<file path="src/core/feoc_pkg.sv">
// constants for the flash erase / one-time program command engine
// assumes a 250 MHz core clock and a flash array model outside the block
package feoc_pkg;
  // command opcodes in parameter word 0, high byte
  localparam logic [7:0] CMD_OTP_PROG = 8'h07;
  localparam logic [7:0] CMD_ERASE_ALL = 8'h08;
  localparam logic [7:0] CMD_ERASE_BLOCK = 8'h09;
  localparam logic [7:0] CMD_ERASE_SECTOR = 8'h0a;
  localparam logic [7:0] CMD_UNSECURE = 8'h0b;
  // final parameter index expected at launch
  localparam logic [2:0] IDX_OTP = 3'h5;
  localparam logic [2:0] IDX_ERASE_ALL = 3'h0;
  localparam logic [2:0] IDX_ADDR = 3'h1;
  // one-time field geometry: 8 phrases of 4 words = 64 bytes
  localparam int OTP_PHRASES = 8;
  localparam int OTP_WORDS = 4;
  localparam logic [15:0] OTP_MAX_INDEX = 16'h0007;
  // parameter word file depth
  localparam int PARAM_WORDS = 6;
  // register offsets on the plain register port
  localparam logic [3:0] OFS_STATUS = 4'h0;
  localparam logic [3:0] OFS_INDEX = 4'h1;
  localparam logic [3:0] OFS_PARAM = 4'h2;
  localparam logic [3:0] OFS_CONTROL = 4'h3;
  localparam logic [3:0] OFS_SECURITY = 4'h4;
  // status register bit positions
  localparam int ST_CCF = 7;
  localparam int ST_ACC = 5;
  localparam int ST_PV = 4;
  localparam int ST_VE = 1;
  localparam int ST_VU = 0;
  // control register bit positions
  localparam int CT_MODE_OK = 0;
  localparam int CT_PROT_ANY = 1;
  localparam int CT_PROT_SEL = 2;
  localparam int CT_ADDR_OK = 3;
  localparam int CT_IS_DFLASH = 4;
  // reset values
  localparam logic [7:0] STATUS_RST = 8'h80;
  localparam logic [7:0] CONTROL_RST = 8'h09;
  // flash operation time per phase
  localparam int OP_TIME_NS = 400;
  localparam int CLK_PERIOD_NS = 4;
  localparam int OP_CYCLES = OP_TIME_NS / CLK_PERIOD_NS;
  localparam int OPCNT_W = 8;
  typedef enum logic [1:0] {FEOC_OP_NONE, FEOC_OP_ERASE, FEOC_OP_PROG, FEOC_OP_READ} feoc_op_t;
endpackage

</file>
<file path="src/core/feoc_timer.sv">
// phase timer: counts a fixed number of cycles after a start pulse
// assumes start only while idle
`timescale 1ns/1ps
module feoc_timer
  import feoc_pkg::*;
(
  input wire logic clk_i,
  input wire logic rst_n_i,
  input wire logic ce_i,
  input wire logic start_i,
  output logic done_o
);
  logic [OPCNT_W-1:0] cnt_reg;
  logic busy_reg;

  // load on start, pulse done when the count runs out
  always_ff @(posedge clk_i or negedge rst_n_i) begin
    if (!rst_n_i) begin
      cnt_reg <= '0;
      busy_reg <= 1'b0;
      done_o <= 1'b0;
    end else if (ce_i) begin
      done_o <= 1'b0;
      if (start_i) begin
        cnt_reg <= OPCNT_W'(OP_CYCLES - 1);
        busy_reg <= 1'b1;
      end else if (busy_reg) begin
        if (cnt_reg == '0) begin
          busy_reg <= 1'b0;
          done_o <= 1'b1;
        end else begin
          cnt_reg <= cnt_reg - 1'b1;
        end
      end
    end
  end
endmodule // feoc_timer

</file>
<file path="src/core/feoc_otp_store.sv">
// one-time field storage: 8 phrases of 64 bits in flip-flops
// assumes write and erase are never asked together
`timescale 1ns/1ps
module feoc_otp_store
  import feoc_pkg::*;
(
  input wire logic clk_i,
  input wire logic rst_n_i,
  input wire logic ce_i,
  input wire logic [2:0] idx_i,
  input wire logic wr_i,
  input wire logic [63:0] wdata_i,
  output logic [63:0] rdata_o
);
  logic [63:0] mem_reg [OTP_PHRASES];

  // per-phrase storage; erased state is all ones, restored only by reset, never by a write
  genvar g;
  for (g = 0; g < OTP_PHRASES; g++) begin : g_phrase
    always_ff @(posedge clk_i or negedge rst_n_i) begin
      if (!rst_n_i) begin
        mem_reg[g] <= '1;
      end else if (ce_i && wr_i && idx_i == 3'(g)) begin
        mem_reg[g] <= mem_reg[g] & wdata_i; // programming only clears bits
      end
    end
  end

  // registered read keeps the output flop-driven
  always_ff @(posedge clk_i or negedge rst_n_i) begin
    if (!rst_n_i) begin
      rdata_o <= '1;
    end else if (ce_i) begin
      rdata_o <= mem_reg[idx_i];
    end
  end
endmodule // feoc_otp_store

</file>
<file path="src/core/feoc_engine.sv">
// flash command engine for one-time program, erase-all, block erase,
// sector erase and unsecure; register port plus array handshake
// assumes array status inputs are synchronous and valid on op done
`timescale 1ns/1ps
module feoc_engine
  import feoc_pkg::*;
(
  input wire logic clk_i,
  input wire logic rst_n_i,
  input wire logic ce_i,
  input wire logic [3:0] addr_i,
  input wire logic [15:0] wdata_i,
  input wire logic wr_i,
  input wire logic rd_i,
  output logic [15:0] rdata_o,
  input wire logic verify_err_i,
  input wire logic verify_uncorr_i,
  output logic [1:0] array_op_o,
  output logic [6:0] array_addr_hi_o,
  output logic [15:0] array_addr_lo_o,
  output logic array_all_o,
  output logic array_sector_o,
  output logic block0_read_invalid_o,
  output logic secure_o,
  output logic command_complete_flag_o
);
  typedef enum logic [2:0] {S_IDLE, S_CHECK, S_ERASE, S_PROG, S_VERIFY, S_DONE} feoc_state_t;
  feoc_state_t state_reg;
  logic [15:0] command_param_words_reg [PARAM_WORDS];
  logic [2:0] command_param_index_reg;
  logic command_complete_flag_reg;
  logic access_error_flag_reg;
  logic protection_violation_flag_reg;
  logic verify_error_flag_reg;
  logic verify_uncorrectable_flag_reg;
  logic [7:0] control_reg;
  logic secure_reg;
  logic [7:0] cmd_reg;
  logic [2:0] otp_idx_reg;
  logic op_start_reg;
  logic otp_wr_reg;
  logic [1:0] array_op_reg;
  logic [15:0] rdata_reg;
  logic op_done;
  logic [63:0] otp_rdata;
  logic launch;
  logic [7:0] opc;
  logic acc_next;
  logic pv_next;
  logic [63:0] otp_wdata;

  assign opc = command_param_words_reg[0][15:8];
  // host launches by writing one to the completion bit while it is set
  assign launch = wr_i && addr_i == OFS_STATUS && wdata_i[ST_CCF] && command_complete_flag_reg;
  assign otp_wdata = {command_param_words_reg[2], command_param_words_reg[3],
                      command_param_words_reg[4], command_param_words_reg[5]};

  // launch checks: index, mode, phrase, address, alignment, protection
  // worked out before launch so a refused command never touches the array
  always_comb begin
    acc_next = 1'b0;
    pv_next = 1'b0;
    // a command outside its mode is refused whatever else it carries
    if (!control_reg[CT_MODE_OK]) begin
      acc_next = 1'b1;
    end
    unique case (opc)
      CMD_OTP_PROG: begin
        if (command_param_index_reg != IDX_OTP) begin
          acc_next = 1'b1;
        end
        // only phrases 0..7 exist; the used-phrase test waits for the read-back
        if (command_param_words_reg[1] > OTP_MAX_INDEX) begin
          acc_next = 1'b1;
        end
      end
      CMD_ERASE_ALL, CMD_UNSECURE: begin
        if (command_param_index_reg != IDX_ERASE_ALL) begin
          acc_next = 1'b1;
        end
        if (control_reg[CT_PROT_ANY]) begin
          pv_next = 1'b1;
        end
      end
      CMD_ERASE_BLOCK: begin
        if (command_param_index_reg != IDX_ADDR) begin
          acc_next = 1'b1;
        end
        if (!control_reg[CT_ADDR_OK]) begin
          acc_next = 1'b1;
        end
        // data flash needs word alignment, program flash a whole phrase
        if (control_reg[CT_IS_DFLASH] ? command_param_words_reg[1][0] != 1'b0
            : command_param_words_reg[1][2:0] != 3'h0) begin
          acc_next = 1'b1;
        end
        if (control_reg[CT_PROT_SEL]) begin
          pv_next = 1'b1;
        end
      end
      CMD_ERASE_SECTOR: begin
        if (command_param_index_reg != IDX_ADDR) begin
          acc_next = 1'b1;
        end
        if (!control_reg[CT_ADDR_OK]) begin
          acc_next = 1'b1;
        end
        if (command_param_words_reg[1][2:0] != 3'h0) begin
          acc_next = 1'b1;
        end
        if (control_reg[CT_PROT_SEL]) begin
          pv_next = 1'b1;
        end
      end
      // unknown opcodes are refused rather than silently ignored
      default: begin
        acc_next = 1'b1;
      end
    endcase
  end

  // command sequencer
  always_ff @(posedge clk_i or negedge rst_n_i) begin
    if (!rst_n_i) begin
      state_reg <= S_IDLE;
      cmd_reg <= 8'h00;
      otp_idx_reg <= 3'h0;
      op_start_reg <= 1'b0;
      otp_wr_reg <= 1'b0;
      array_op_reg <= FEOC_OP_NONE;
    end else if (ce_i) begin
      op_start_reg <= 1'b0;
      otp_wr_reg <= 1'b0;
      unique case (state_reg)
        S_IDLE: begin
          if (launch) begin
            cmd_reg <= opc;
            otp_idx_reg <= command_param_words_reg[1][2:0];
            if (acc_next || pv_next) begin
              state_reg <= S_DONE;
            end else if (opc == CMD_OTP_PROG) begin
              state_reg <= S_CHECK;
            end else begin
              state_reg <= S_ERASE;
              array_op_reg <= FEOC_OP_ERASE;
              op_start_reg <= 1'b1;
            end
          end
        end
        S_CHECK: begin
          // phrase still all ones counts as erased and may be written
          if (otp_rdata != '1) begin
            state_reg <= S_DONE;
          end else begin
            state_reg <= S_PROG;
            array_op_reg <= FEOC_OP_PROG;
            op_start_reg <= 1'b1;
            otp_wr_reg <= 1'b1;
          end
        end
        S_ERASE, S_PROG: begin
          if (op_done) begin
            state_reg <= S_VERIFY;
            array_op_reg <= FEOC_OP_READ;
            op_start_reg <= 1'b1;
          end
        end
        S_VERIFY: begin
          if (op_done) begin
            state_reg <= S_DONE;
            array_op_reg <= FEOC_OP_NONE;
          end
        end
        S_DONE: state_reg <= S_IDLE;
        // two state codes are unused; fall back to idle rather than hang
        default: begin
          state_reg <= S_IDLE;
        end
      endcase
    end
  end

  // completion flag: cleared by launch, set on finish
  always_ff @(posedge clk_i or negedge rst_n_i) begin
    if (!rst_n_i) begin
      command_complete_flag_reg <= 1'b1;
    end else if (ce_i) begin
      if (launch) begin
        command_complete_flag_reg <= 1'b0;
      end else if (state_reg == S_DONE) begin
        command_complete_flag_reg <= 1'b1;
      end
    end
  end

  // error flags: cleared at launch, set by checks and verify; write one also clears the access and protection flags
  always_ff @(posedge clk_i or negedge rst_n_i) begin
    if (!rst_n_i) begin
      access_error_flag_reg <= 1'b0;
      protection_violation_flag_reg <= 1'b0;
      verify_error_flag_reg <= 1'b0;
      verify_uncorrectable_flag_reg <= 1'b0;
    end else if (ce_i) begin
      if (launch) begin
        access_error_flag_reg <= acc_next;
        protection_violation_flag_reg <= pv_next;
        verify_error_flag_reg <= 1'b0;
        verify_uncorrectable_flag_reg <= 1'b0;
      end else begin
        if (wr_i && addr_i == OFS_STATUS && wdata_i[ST_ACC]) begin
          access_error_flag_reg <= 1'b0;
        end
        if (wr_i && addr_i == OFS_STATUS && wdata_i[ST_PV]) begin
          protection_violation_flag_reg <= 1'b0;
        end
        // set wins over the clear in the same cycle
        if (state_reg == S_CHECK && otp_rdata != '1) access_error_flag_reg <= 1'b1;
        if (state_reg == S_VERIFY && op_done) begin
          verify_error_flag_reg <= verify_err_i;
          verify_uncorrectable_flag_reg <= verify_uncorr_i;
        end
      end
    end
  end

  // security released only by a mass-erase verify with no verify error; the uncorrectable flag is not looked at
  always_ff @(posedge clk_i or negedge rst_n_i) begin
    if (!rst_n_i) begin
      secure_reg <= 1'b1;
    end else if (ce_i) begin
      if (wr_i && addr_i == OFS_SECURITY && wdata_i[0]) secure_reg <= 1'b1;
      else if (state_reg == S_VERIFY && op_done && !verify_err_i
               && (cmd_reg == CMD_ERASE_ALL || cmd_reg == CMD_UNSECURE)) begin
        secure_reg <= 1'b0;
      end
    end
  end

  // parameter index and words; writes ignored while busy, host must not write then
  always_ff @(posedge clk_i or negedge rst_n_i) begin
    if (!rst_n_i) begin
      command_param_index_reg <= 3'h0;
      control_reg <= CONTROL_RST;
      for (int i = 0; i < PARAM_WORDS; i++) command_param_words_reg[i] <= 16'h0000;
    end else if (ce_i && wr_i && command_complete_flag_reg) begin
      if (addr_i == OFS_INDEX) command_param_index_reg <= wdata_i[2:0];
      if (addr_i == OFS_CONTROL) control_reg <= wdata_i[7:0];
      if (addr_i == OFS_PARAM && command_param_index_reg < 3'(PARAM_WORDS)) begin
        command_param_words_reg[command_param_index_reg] <= wdata_i;
      end
    end
  end

  // register reads, data one cycle after the strobe
  always_ff @(posedge clk_i or negedge rst_n_i) begin
    if (!rst_n_i) begin
      rdata_reg <= 16'h0000;
    end else if (ce_i) begin
      rdata_reg <= 16'h0000;
      if (rd_i) begin
        unique case (addr_i)
          OFS_STATUS: rdata_reg <= {8'h00, command_complete_flag_reg, 1'b0, access_error_flag_reg,
                                    protection_violation_flag_reg, 2'b00, verify_error_flag_reg,
                                    verify_uncorrectable_flag_reg};
          OFS_INDEX: rdata_reg <= {13'h0000, command_param_index_reg};
          OFS_PARAM: rdata_reg <= (command_param_index_reg < 3'(PARAM_WORDS))
                                  ? command_param_words_reg[command_param_index_reg] : 16'h0000;
          OFS_CONTROL: rdata_reg <= {8'h00, control_reg};
          OFS_SECURITY: rdata_reg <= {15'h0000, secure_reg};
          default: rdata_reg <= 16'h0000;
        endcase
      end
    end
  end

  assign rdata_o = rdata_reg;
  assign array_op_o = array_op_reg;
  assign secure_o = secure_reg;
  assign command_complete_flag_o = command_complete_flag_reg;

  // array target outputs, held for the whole command
  always_ff @(posedge clk_i or negedge rst_n_i) begin
    if (!rst_n_i) begin
      array_addr_hi_o <= 7'h00;
      array_addr_lo_o <= 16'h0000;
      array_all_o <= 1'b0;
      array_sector_o <= 1'b0;
      block0_read_invalid_o <= 1'b0;
    end else if (ce_i) begin
      if (state_reg == S_IDLE && launch) begin
        array_addr_hi_o <= command_param_words_reg[0][6:0];
        array_addr_lo_o <= command_param_words_reg[1];
        array_all_o <= opc == CMD_ERASE_ALL || opc == CMD_UNSECURE;
        array_sector_o <= opc == CMD_ERASE_SECTOR;
      end
      // block 0 reads corrupt while the one-time field is busy
      block0_read_invalid_o <= cmd_reg == CMD_OTP_PROG && (state_reg == S_CHECK
                               || state_reg == S_PROG || state_reg == S_VERIFY);
    end
  end

  feoc_timer u_timer (
    .clk_i(clk_i),
    .rst_n_i(rst_n_i),
    .ce_i(ce_i),
    .start_i(op_start_reg),
    .done_o(op_done)
  );

  feoc_otp_store u_otp (
    .clk_i(clk_i),
    .rst_n_i(rst_n_i),
    .ce_i(ce_i),
    .idx_i(state_reg == S_IDLE ? command_param_words_reg[1][2:0] : otp_idx_reg),
    .wr_i(otp_wr_reg),
    .wdata_i(otp_wdata),
    .rdata_o(otp_rdata)
  );
endmodule // feoc_engine

</file>
<file path="config.mk">
export PLATFORM = sky130hd
export DESIGN_NAME = feoc_engine
export DESIGN_NICKNAME = d
export VERILOG_FILES = /design/src/core/feoc_pkg.sv /design/src/core/feoc_timer.sv /design/src/core/feoc_otp_store.sv /design/src/core/feoc_engine.sv
export SDC_FILE = /design/constraint.sdc
export NUM_CORES = 1
export LEC_CHECK = 0
export BUFFER_PORTS_ARGS = -buffer_cell sky130_fd_sc_hd__buf_2
export CAP_MARGIN = 25
export CORE_AREA = 4 4 280 282
export CTS_BUF_LIST = sky130_fd_sc_hd__clkbuf_16
export CTS_CLUSTER_SIZE = 40
export DETAILED_ROUTE_END_ITERATION = 16
export DIE_AREA = 0 0 284 286
export GPL_ROUTABILITY_DRIVEN = 0
export GPL_TIMING_DRIVEN = 0
export SYNTH_ARGS = -nofsm -noshare
export SYNTH_HDL_FRONTEND = slang
export SYNTH_HIERARCHICAL = 1
export SYNTH_SLANG_ARGS = --single-unit
</file>
<file path="constraint.sdc">
create_clock -name clk_i -period 3.36 [get_ports clk_i]
set_input_delay 0.672 -clock clk_i [delete_from_list [all_inputs] [get_ports clk_i]]
set_output_delay 0.672 -clock clk_i [all_outputs]
set_load 0.05 [all_outputs]
</file>
# Yosys cells after proc, flatten, opt, wreduce, memory -nomap -nowiden
# Cells that the tools add are included.
[classes]
n_addsub = 1
n_bitwise = 10
muxes = 69
order_cmp = 5
n_reduce_logical = 61
n_eq_ne = 34
[ops]
columns = ["cell", "n"]
rows = [
  ["bitwise AND 64 bit", 8],
  ["binary-select mux 64 bit (select 3 bit)", 1],
  ["2-to-1 mux 64 bit", 2],
  ["bitwise mux 96 bit", 1],
  ["2-to-1 mux 16 bit", 5],
  ["one-hot mux 16 bit (5 select lines)", 1],
  ["inequality test 64 bit (second input constant)", 1],
  ["binary-select mux 16 bit (select 3 bit)", 1],
  ["demux 16 bit (select 3 bit)", 1],
  ["== test 8 x 4 -> 1 bit (second input constant)", 6],
  ["2-to-1 mux 1 bit", 36],
  ["logical AND 1 bit", 26],
  ["2-to-1 mux 8 bit", 3],
  ["== test 3 bit (second input constant)", 6],
  ["2-to-1 mux 3 bit", 6],
  ["AND reduction 2 bit", 9],
  ["== test 8 x 3 -> 1 bit (second input constant)", 2],
  ["> comparator 16 x 3 -> 1 bit (second input constant)", 1],
  ["2-to-1 mux 2 bit", 7],
  ["== test 3 x 2 -> 1 bit (second input constant)", 4],
  ["one-hot mux 3 bit (4 select lines)", 1],
  ["inequality test 2 bit (second input constant)", 5],
  ["nonzero test 2 bit", 5],
  ["nonzero test 3 bit", 3],
  ["other kinds (26)", 39],
]
[word_totals]
output_inout_bits = 46
word_cells = 218
input_bits = 27
reg_bits = 759

# Logic depth before layout (Yosys ltp)
[logic_depth]
word_depth = 9
ltp_mapped = 11
depth_no_buf = 7

# Hierarchy
# The synthesis kept the hierarchy.
[by_module_without_submodules]
columns = ["module", "seq_area_each_um2", "instances", "cells_per_inst", "area_each_um2"]
rows = [
  ["feoc_otp_store", 15134.5, 1, 1803, 24870.1],
  ["feoc_engine", 4334.2, 1, 728, 8301.7],
  ["feoc_timer", 250.2, 1, 63, 619.3],
]

# Worst setup path after synthesis
# OpenSTA, ideal clock, no wires.
[synth_timing]
kind = "register -> register"
start = "register state_reg[2]"
end = "register u_otp.rdata_o[10]"
arrival_ns = 2.184
period_less_slack_ns = 2.283
path_buffers = 4
required_time_ns = 3.261
path_stages_with_launch = 11
setup_ns = 0.099
slack_ns = 1.077
cell_sequence = "dfrtp_1 -> buf_6 -> nor3_1 -> nand2_1 -> nand2_1 -> buf_4 -> buf_6 -> buf_6 -> mux2_2 -> o22ai_1 -> o31ai_2"
[synth_via]
elab_chain_cells = 6
[synth_lines]
columns = ["element", "line_no", "source"]
rows = [
  ["start, declared", "feoc_engine.sv:28", "feoc_state_t state_reg;"],
  ["start signal, assigned", "feoc_engine.sv:125", "state_reg <= S_IDLE;"],
  ["start signal, assigned", "feoc_engine.sv:140", "state_reg <= S_DONE;"],
  ["start signal, assigned", "feoc_engine.sv:142", "state_reg <= S_CHECK;"],
  ["logical NOT 3 bit", "feoc_engine.sv:314", ".idx_i(state_reg == S_IDLE ? command_param_words_reg[1][2:0] : otp_idx_reg),"],
  ["2-to-1 mux 3 bit", "feoc_engine.sv:314", ""],
  ["NOT 3 -> 4 bit (implied by the code)", "feoc_otp_store.sv:34", "rdata_o <= mem_reg[idx_i];"],
  ["binary-select mux 64 bit (select 3 bit)", "feoc_otp_store.sv:34", ""],
  ["2-to-1 mux 64 bit (implied by the code) (2 in a row)", "feoc_otp_store.sv:34", ""],
  ["end signal, assigned", "feoc_otp_store.sv:34", ""],
  ["end, declared", "feoc_otp_store.sv:13", "output logic [63:0] rdata_o"],
]
# Every way passes these cells. The select of a mux whose other input is x is not followed.
# A chain may end at the register's enable or synchronous reset.

# Final worst setup path
[layout_timing]
start = "register u_otp.rdata_o[43]"
end = "register otp_wr_reg"
[layout_via]
elab_chain_cells = 3
[layout_lines]
columns = ["element", "line_no", "source"]
rows = [
  ["inequality test 64 bit", "feoc_engine.sv:152", "if (otp_rdata != '1) begin"],
  ["2-to-1 mux 1 bit", "feoc_engine.sv:152", ""],
  ["2-to-1 mux 1 bit", "feoc_engine.sv:134", "unique case (state_reg)"],
  ["end signal, assigned", "feoc_engine.sv:129", "otp_wr_reg <= 1'b0;"],
  ["end signal, assigned", "feoc_engine.sv:133", "otp_wr_reg <= 1'b0;"],
  ["end signal, assigned", "feoc_engine.sv:158", "otp_wr_reg <= 1'b1;"],
  ["end, declared", "feoc_engine.sv:41", "logic otp_wr_reg;"],
]
# Every way passes these cells.

==> qor.txt <==
Terminus of the critical flop-to-flop path -> otp_wr_reg
Register clock-pin slew on the reported worst setup and hold paths -> 0.06 ns
Startpoint types -> flop
Crit path time final -> 3.282 ns
Die ar. -> 81,220 um2
Total Routing Usage GR -> 23.88%
CTS HTree Levels -> 3
Crit path DAT -> 3.84 ns
Detailed-routing iteration count for the pre-antenna-repair pass -> 5
TritonCTS buffer count -> 82
Via Count -> 22,063
Type of the worst setup path -> reg2reg
Number of instances resized during post-cts repair -> 0
Routed WL -> 97,800 um
Post-synthesis cell count -> 2,594
Fin Clk Skew -> 0.02206 ns
Worst setup EP type -> flop
Number of failing hold endpoints at the final stage -> 0
Area overhead of the layout relative to synthesis -> 12.94%
Power consumption -> 18,500 uW
Hold EP -> verify_uncorrectable_flag_reg
Wire length of the first global-routing pass -> 148,300 um
Antenna violations before repair -> 2
Unique cell type count in the Yosys netlist -> 90
Vias in the first global route -> 23,126
Number of I/O port buffers -> 70
Pre-CTS WS -> 0.1628 ns
Share of synthesized registers carrying an async set or reset -> 100.0%
Final non-filler cell total -> 3,801
Number of setup violations in the final report -> 0
Avg Synthesized Cell Area -> 13.03 um2
# DRC -> 0
Count of flip-flops with a built-in enable after synthesis -> 0
Hold wc startpoint -> verify_uncorr_i
DR vias/cell -> 5.805
Warnings from Yosys -> 6
Hold depth -> 3
Worst R2R Setup Slack -> 0.08 ns
Clock Tree Buf Depth -> 3
Kind of path behind the tightest hold check -> in2reg
TritonCTS clock tree -> yes
Final Max Tran Viols -> 0
Achievable frequency -> 304.7 MHz
Worst setup slack after layout -> 0.07784 ns
Worst relative slew slack -> 30.56%
Clock Latency Late Sink -> 0.62 ns
Fraction of layout instances using a drive strength above 1 -> 43.60%
Worst-margin pin slew -> 1.032 ns
Clock net sink count -> 759
List of cells traversed by the critical path -> nand4_1 -> nor4_1 -> nand4_1 -> nor4b_1 -> mux2_2
Final layout net count -> 2,785
Post-detailed-route count of antenna-violating nets -> 0
CTS Hold Buffers Added -> 1
Number of DRC markers after the initial detailed-route iteration -> 1,690
Final worst hold slack -> 0.2849 ns
Crit Path Max Fanout -> 5
Worst vdd rail ir drop -> 0.0003099 V
Total congestion overflow after global routing -> 0
IO Count -> 73
Most repeated library cell on the critical path -> nand4_1
Total nets after synthesis -> 2,623
Combined buffer and inverter count along the critical path -> 0
Cell total after placement -> 3,649
Crit path max-delay cell type -> nor4_1
R2R depth -> 5
Vertical die dimension -> 286 um
Total core area -> 75,700 um2
Maximum Capacitance Violations -> 0
Data required, critical path -> 3.92 ns
Status -> finished clean
Final worst path period share -> 97.68%
Maximum number of pins on one net before global-route repair -> 136
RSZ-0062 raised after global routing -> false
Routed WL per cell -> 25.73 um
Max reg flops -> 512
Dominant delay contributor by cell family on the critical path -> simple AND/OR/NAND/NOR gates
Yosys reg bits -> 759
Root buffer cell -> clkbuf_16
HPWL Detailed -> 66,880 um
Chip Width -> 284 um
Synthesized area -> 33,790 um2
Post-CTS Setup Inserts -> 0
Top_reg_cell synth -> dfstp_2
Count of standard-cell rows -> 101
Launching point of the worst reg2reg path -> u_otp/rdata_o[43]
Power per unit of standard cell area -> 484.7 nW/um2
Starting density of the core -> 44.64%
Lkg Pwr -> 0.01594 uW
Sequential fraction of the synthesis area -> 58.36%
Maximum cell stage delay along the critical path -> 0.73 ns
-- stage by stage --
step / setup TNS (ns) / utilization, % / area (um2)
3_5_place_dp: 0 / 46.96 / 35550
6_report: 0 / 50.42 / 38170
5_1_grt: 0 / 50.41 / 38160
2_1_floorplan: 0 / - / 33790
4_1_cts: 0 / 50.41 / 38160
3_3_place_gp: -7266.01 / 46.72 / 35370
-- where the power goes --
part	leakage (uW)	total, uW	switching (uW)	internal (uW)
sequential	0.00845	9240	30.8	9210
clock	0.00134	8780	3670	5110
combinational	0.00615	474	366	108
total	0.0159	18500	4060	14400
-- cell families after synthesis --
kind of cell | share of synthesized area [%]
DFF | 58.36
buffers and inverters | 4.084
and+or+nand+nor | 5.339
adders and majority gates | 0.07404
muxes | 13.43
AOI/OAI and AO/OA | 18.64
xor gates and xnor gates | 0.07777
-- layer usage --
metal / GRT usage (%) / part of all wire [%] / vias to the layer above
met4: 6.885 / 2.8 / 0
met5: 0 / 0 / -
met3: 5.116 / 6.1 / 156
met2: 37.90 / 46 / 590
met1: 33.28 / 45 / 11602
li1: - / - / 9715
-- worst register-to-register path, delay by kind of cell (launching register included) --
family / cells / cell delay, ns
and+or+nand+nor: 4 / 2.35
muxes: 1 / 0.27
DFF: 1 / 0.62
-- Yosys cell counts, types with 3 or more instances --
cell type,instances,area share [%]
and3_1,4,0.074
mux2i_1,177,5.2
nand2b_1,6,0.11
buf_2,77,1.1
nor2_2,5,0.093
o211ai_1,6,0.13
nor2_1,10,0.11
a21oi_1,12,0.18
nor4b_1,3,0.078
a22oi_1,13,0.29
nor4_1,8,0.15
o31ai_2,64,2.4
buf_4,12,0.27
buf_1,66,0.73
a31oi_1,3,0.056
clkbuf_8,3,0.12
nor3_1,10,0.15
nand4b_1,4,0.10
nand4_1,22,0.41
mux2_4,10,0.44
clkbuf_1,34,0.38
nand2_2,5,0.093
nor3b_1,4,0.089
nor2b_1,8,0.15
a22o_1,67,1.7
nand2_1,217,2.4
mux2_2,225,7.5
o22ai_1,68,1.3
dfrtp_1,179,13
o21a_1,513,11
dfstp_2,580,45
buf_6,34,1.1
o31a_1,3,0.078
o21ai_0,21,0.31
inv_1,24,0.27
mux2_1,3,0.10
nand3_1,29,0.43
and2_1,3,0.056
-- cell usage in the layout, fill, tap and decap left out, drive strengths merged, types with 4 or more instances in the layout --
master / instances
dfstp: 580
nor3: 10
nand4b: 5
dfrtp: 179
nand3: 31
and3: 4
mux2: 238
nor4: 10
clkinv: 37
a22oi: 13
clkbuf: 124
mux2i: 177
a22o: 67
inv: 41
nand2b: 6
o21a: 513
bufinv: 6
nand2: 223
o21ai: 21
buf: 267
nor3b: 4
o31ai: 66
a21oi: 12
and2: 4
o211ai: 6
nor2b: 8
nand4: 22
o22ai: 68
nor2: 16
-- final cells by class --
type	instances	area, um2
fillers	6492	37530
flip-flops and latches	759	19720
multi-input cells	1584	12690
clock buffers	87	2177
plain buffers	227	1290
well taps	978	1224
repair buffers	78	540.5
clock inverters	62	427.9
inverters	24	90.09
diodes	2	5.005
-- worst max path at each step --
stage | cells after the start | startpoint | endpoint
2_1_floorplan | 10 | state_reg[2] | u_otp/rdata_o[10]
3_3_place_gp | 1 | rst_n_i | command_param_words_reg[11]
3_5_place_dp | 10 | state_reg[1] | u_otp/rdata_o[18]
4_1_cts | 10 | state_reg[1] | u_otp/rdata_o[21]
5_1_grt | 5 | u_otp/rdata_o[43] | otp_wr_reg
6_report | 5 | u_otp/rdata_o[43] | otp_wr_reg
Note: power is estimated with default switching activity, not from simulation.
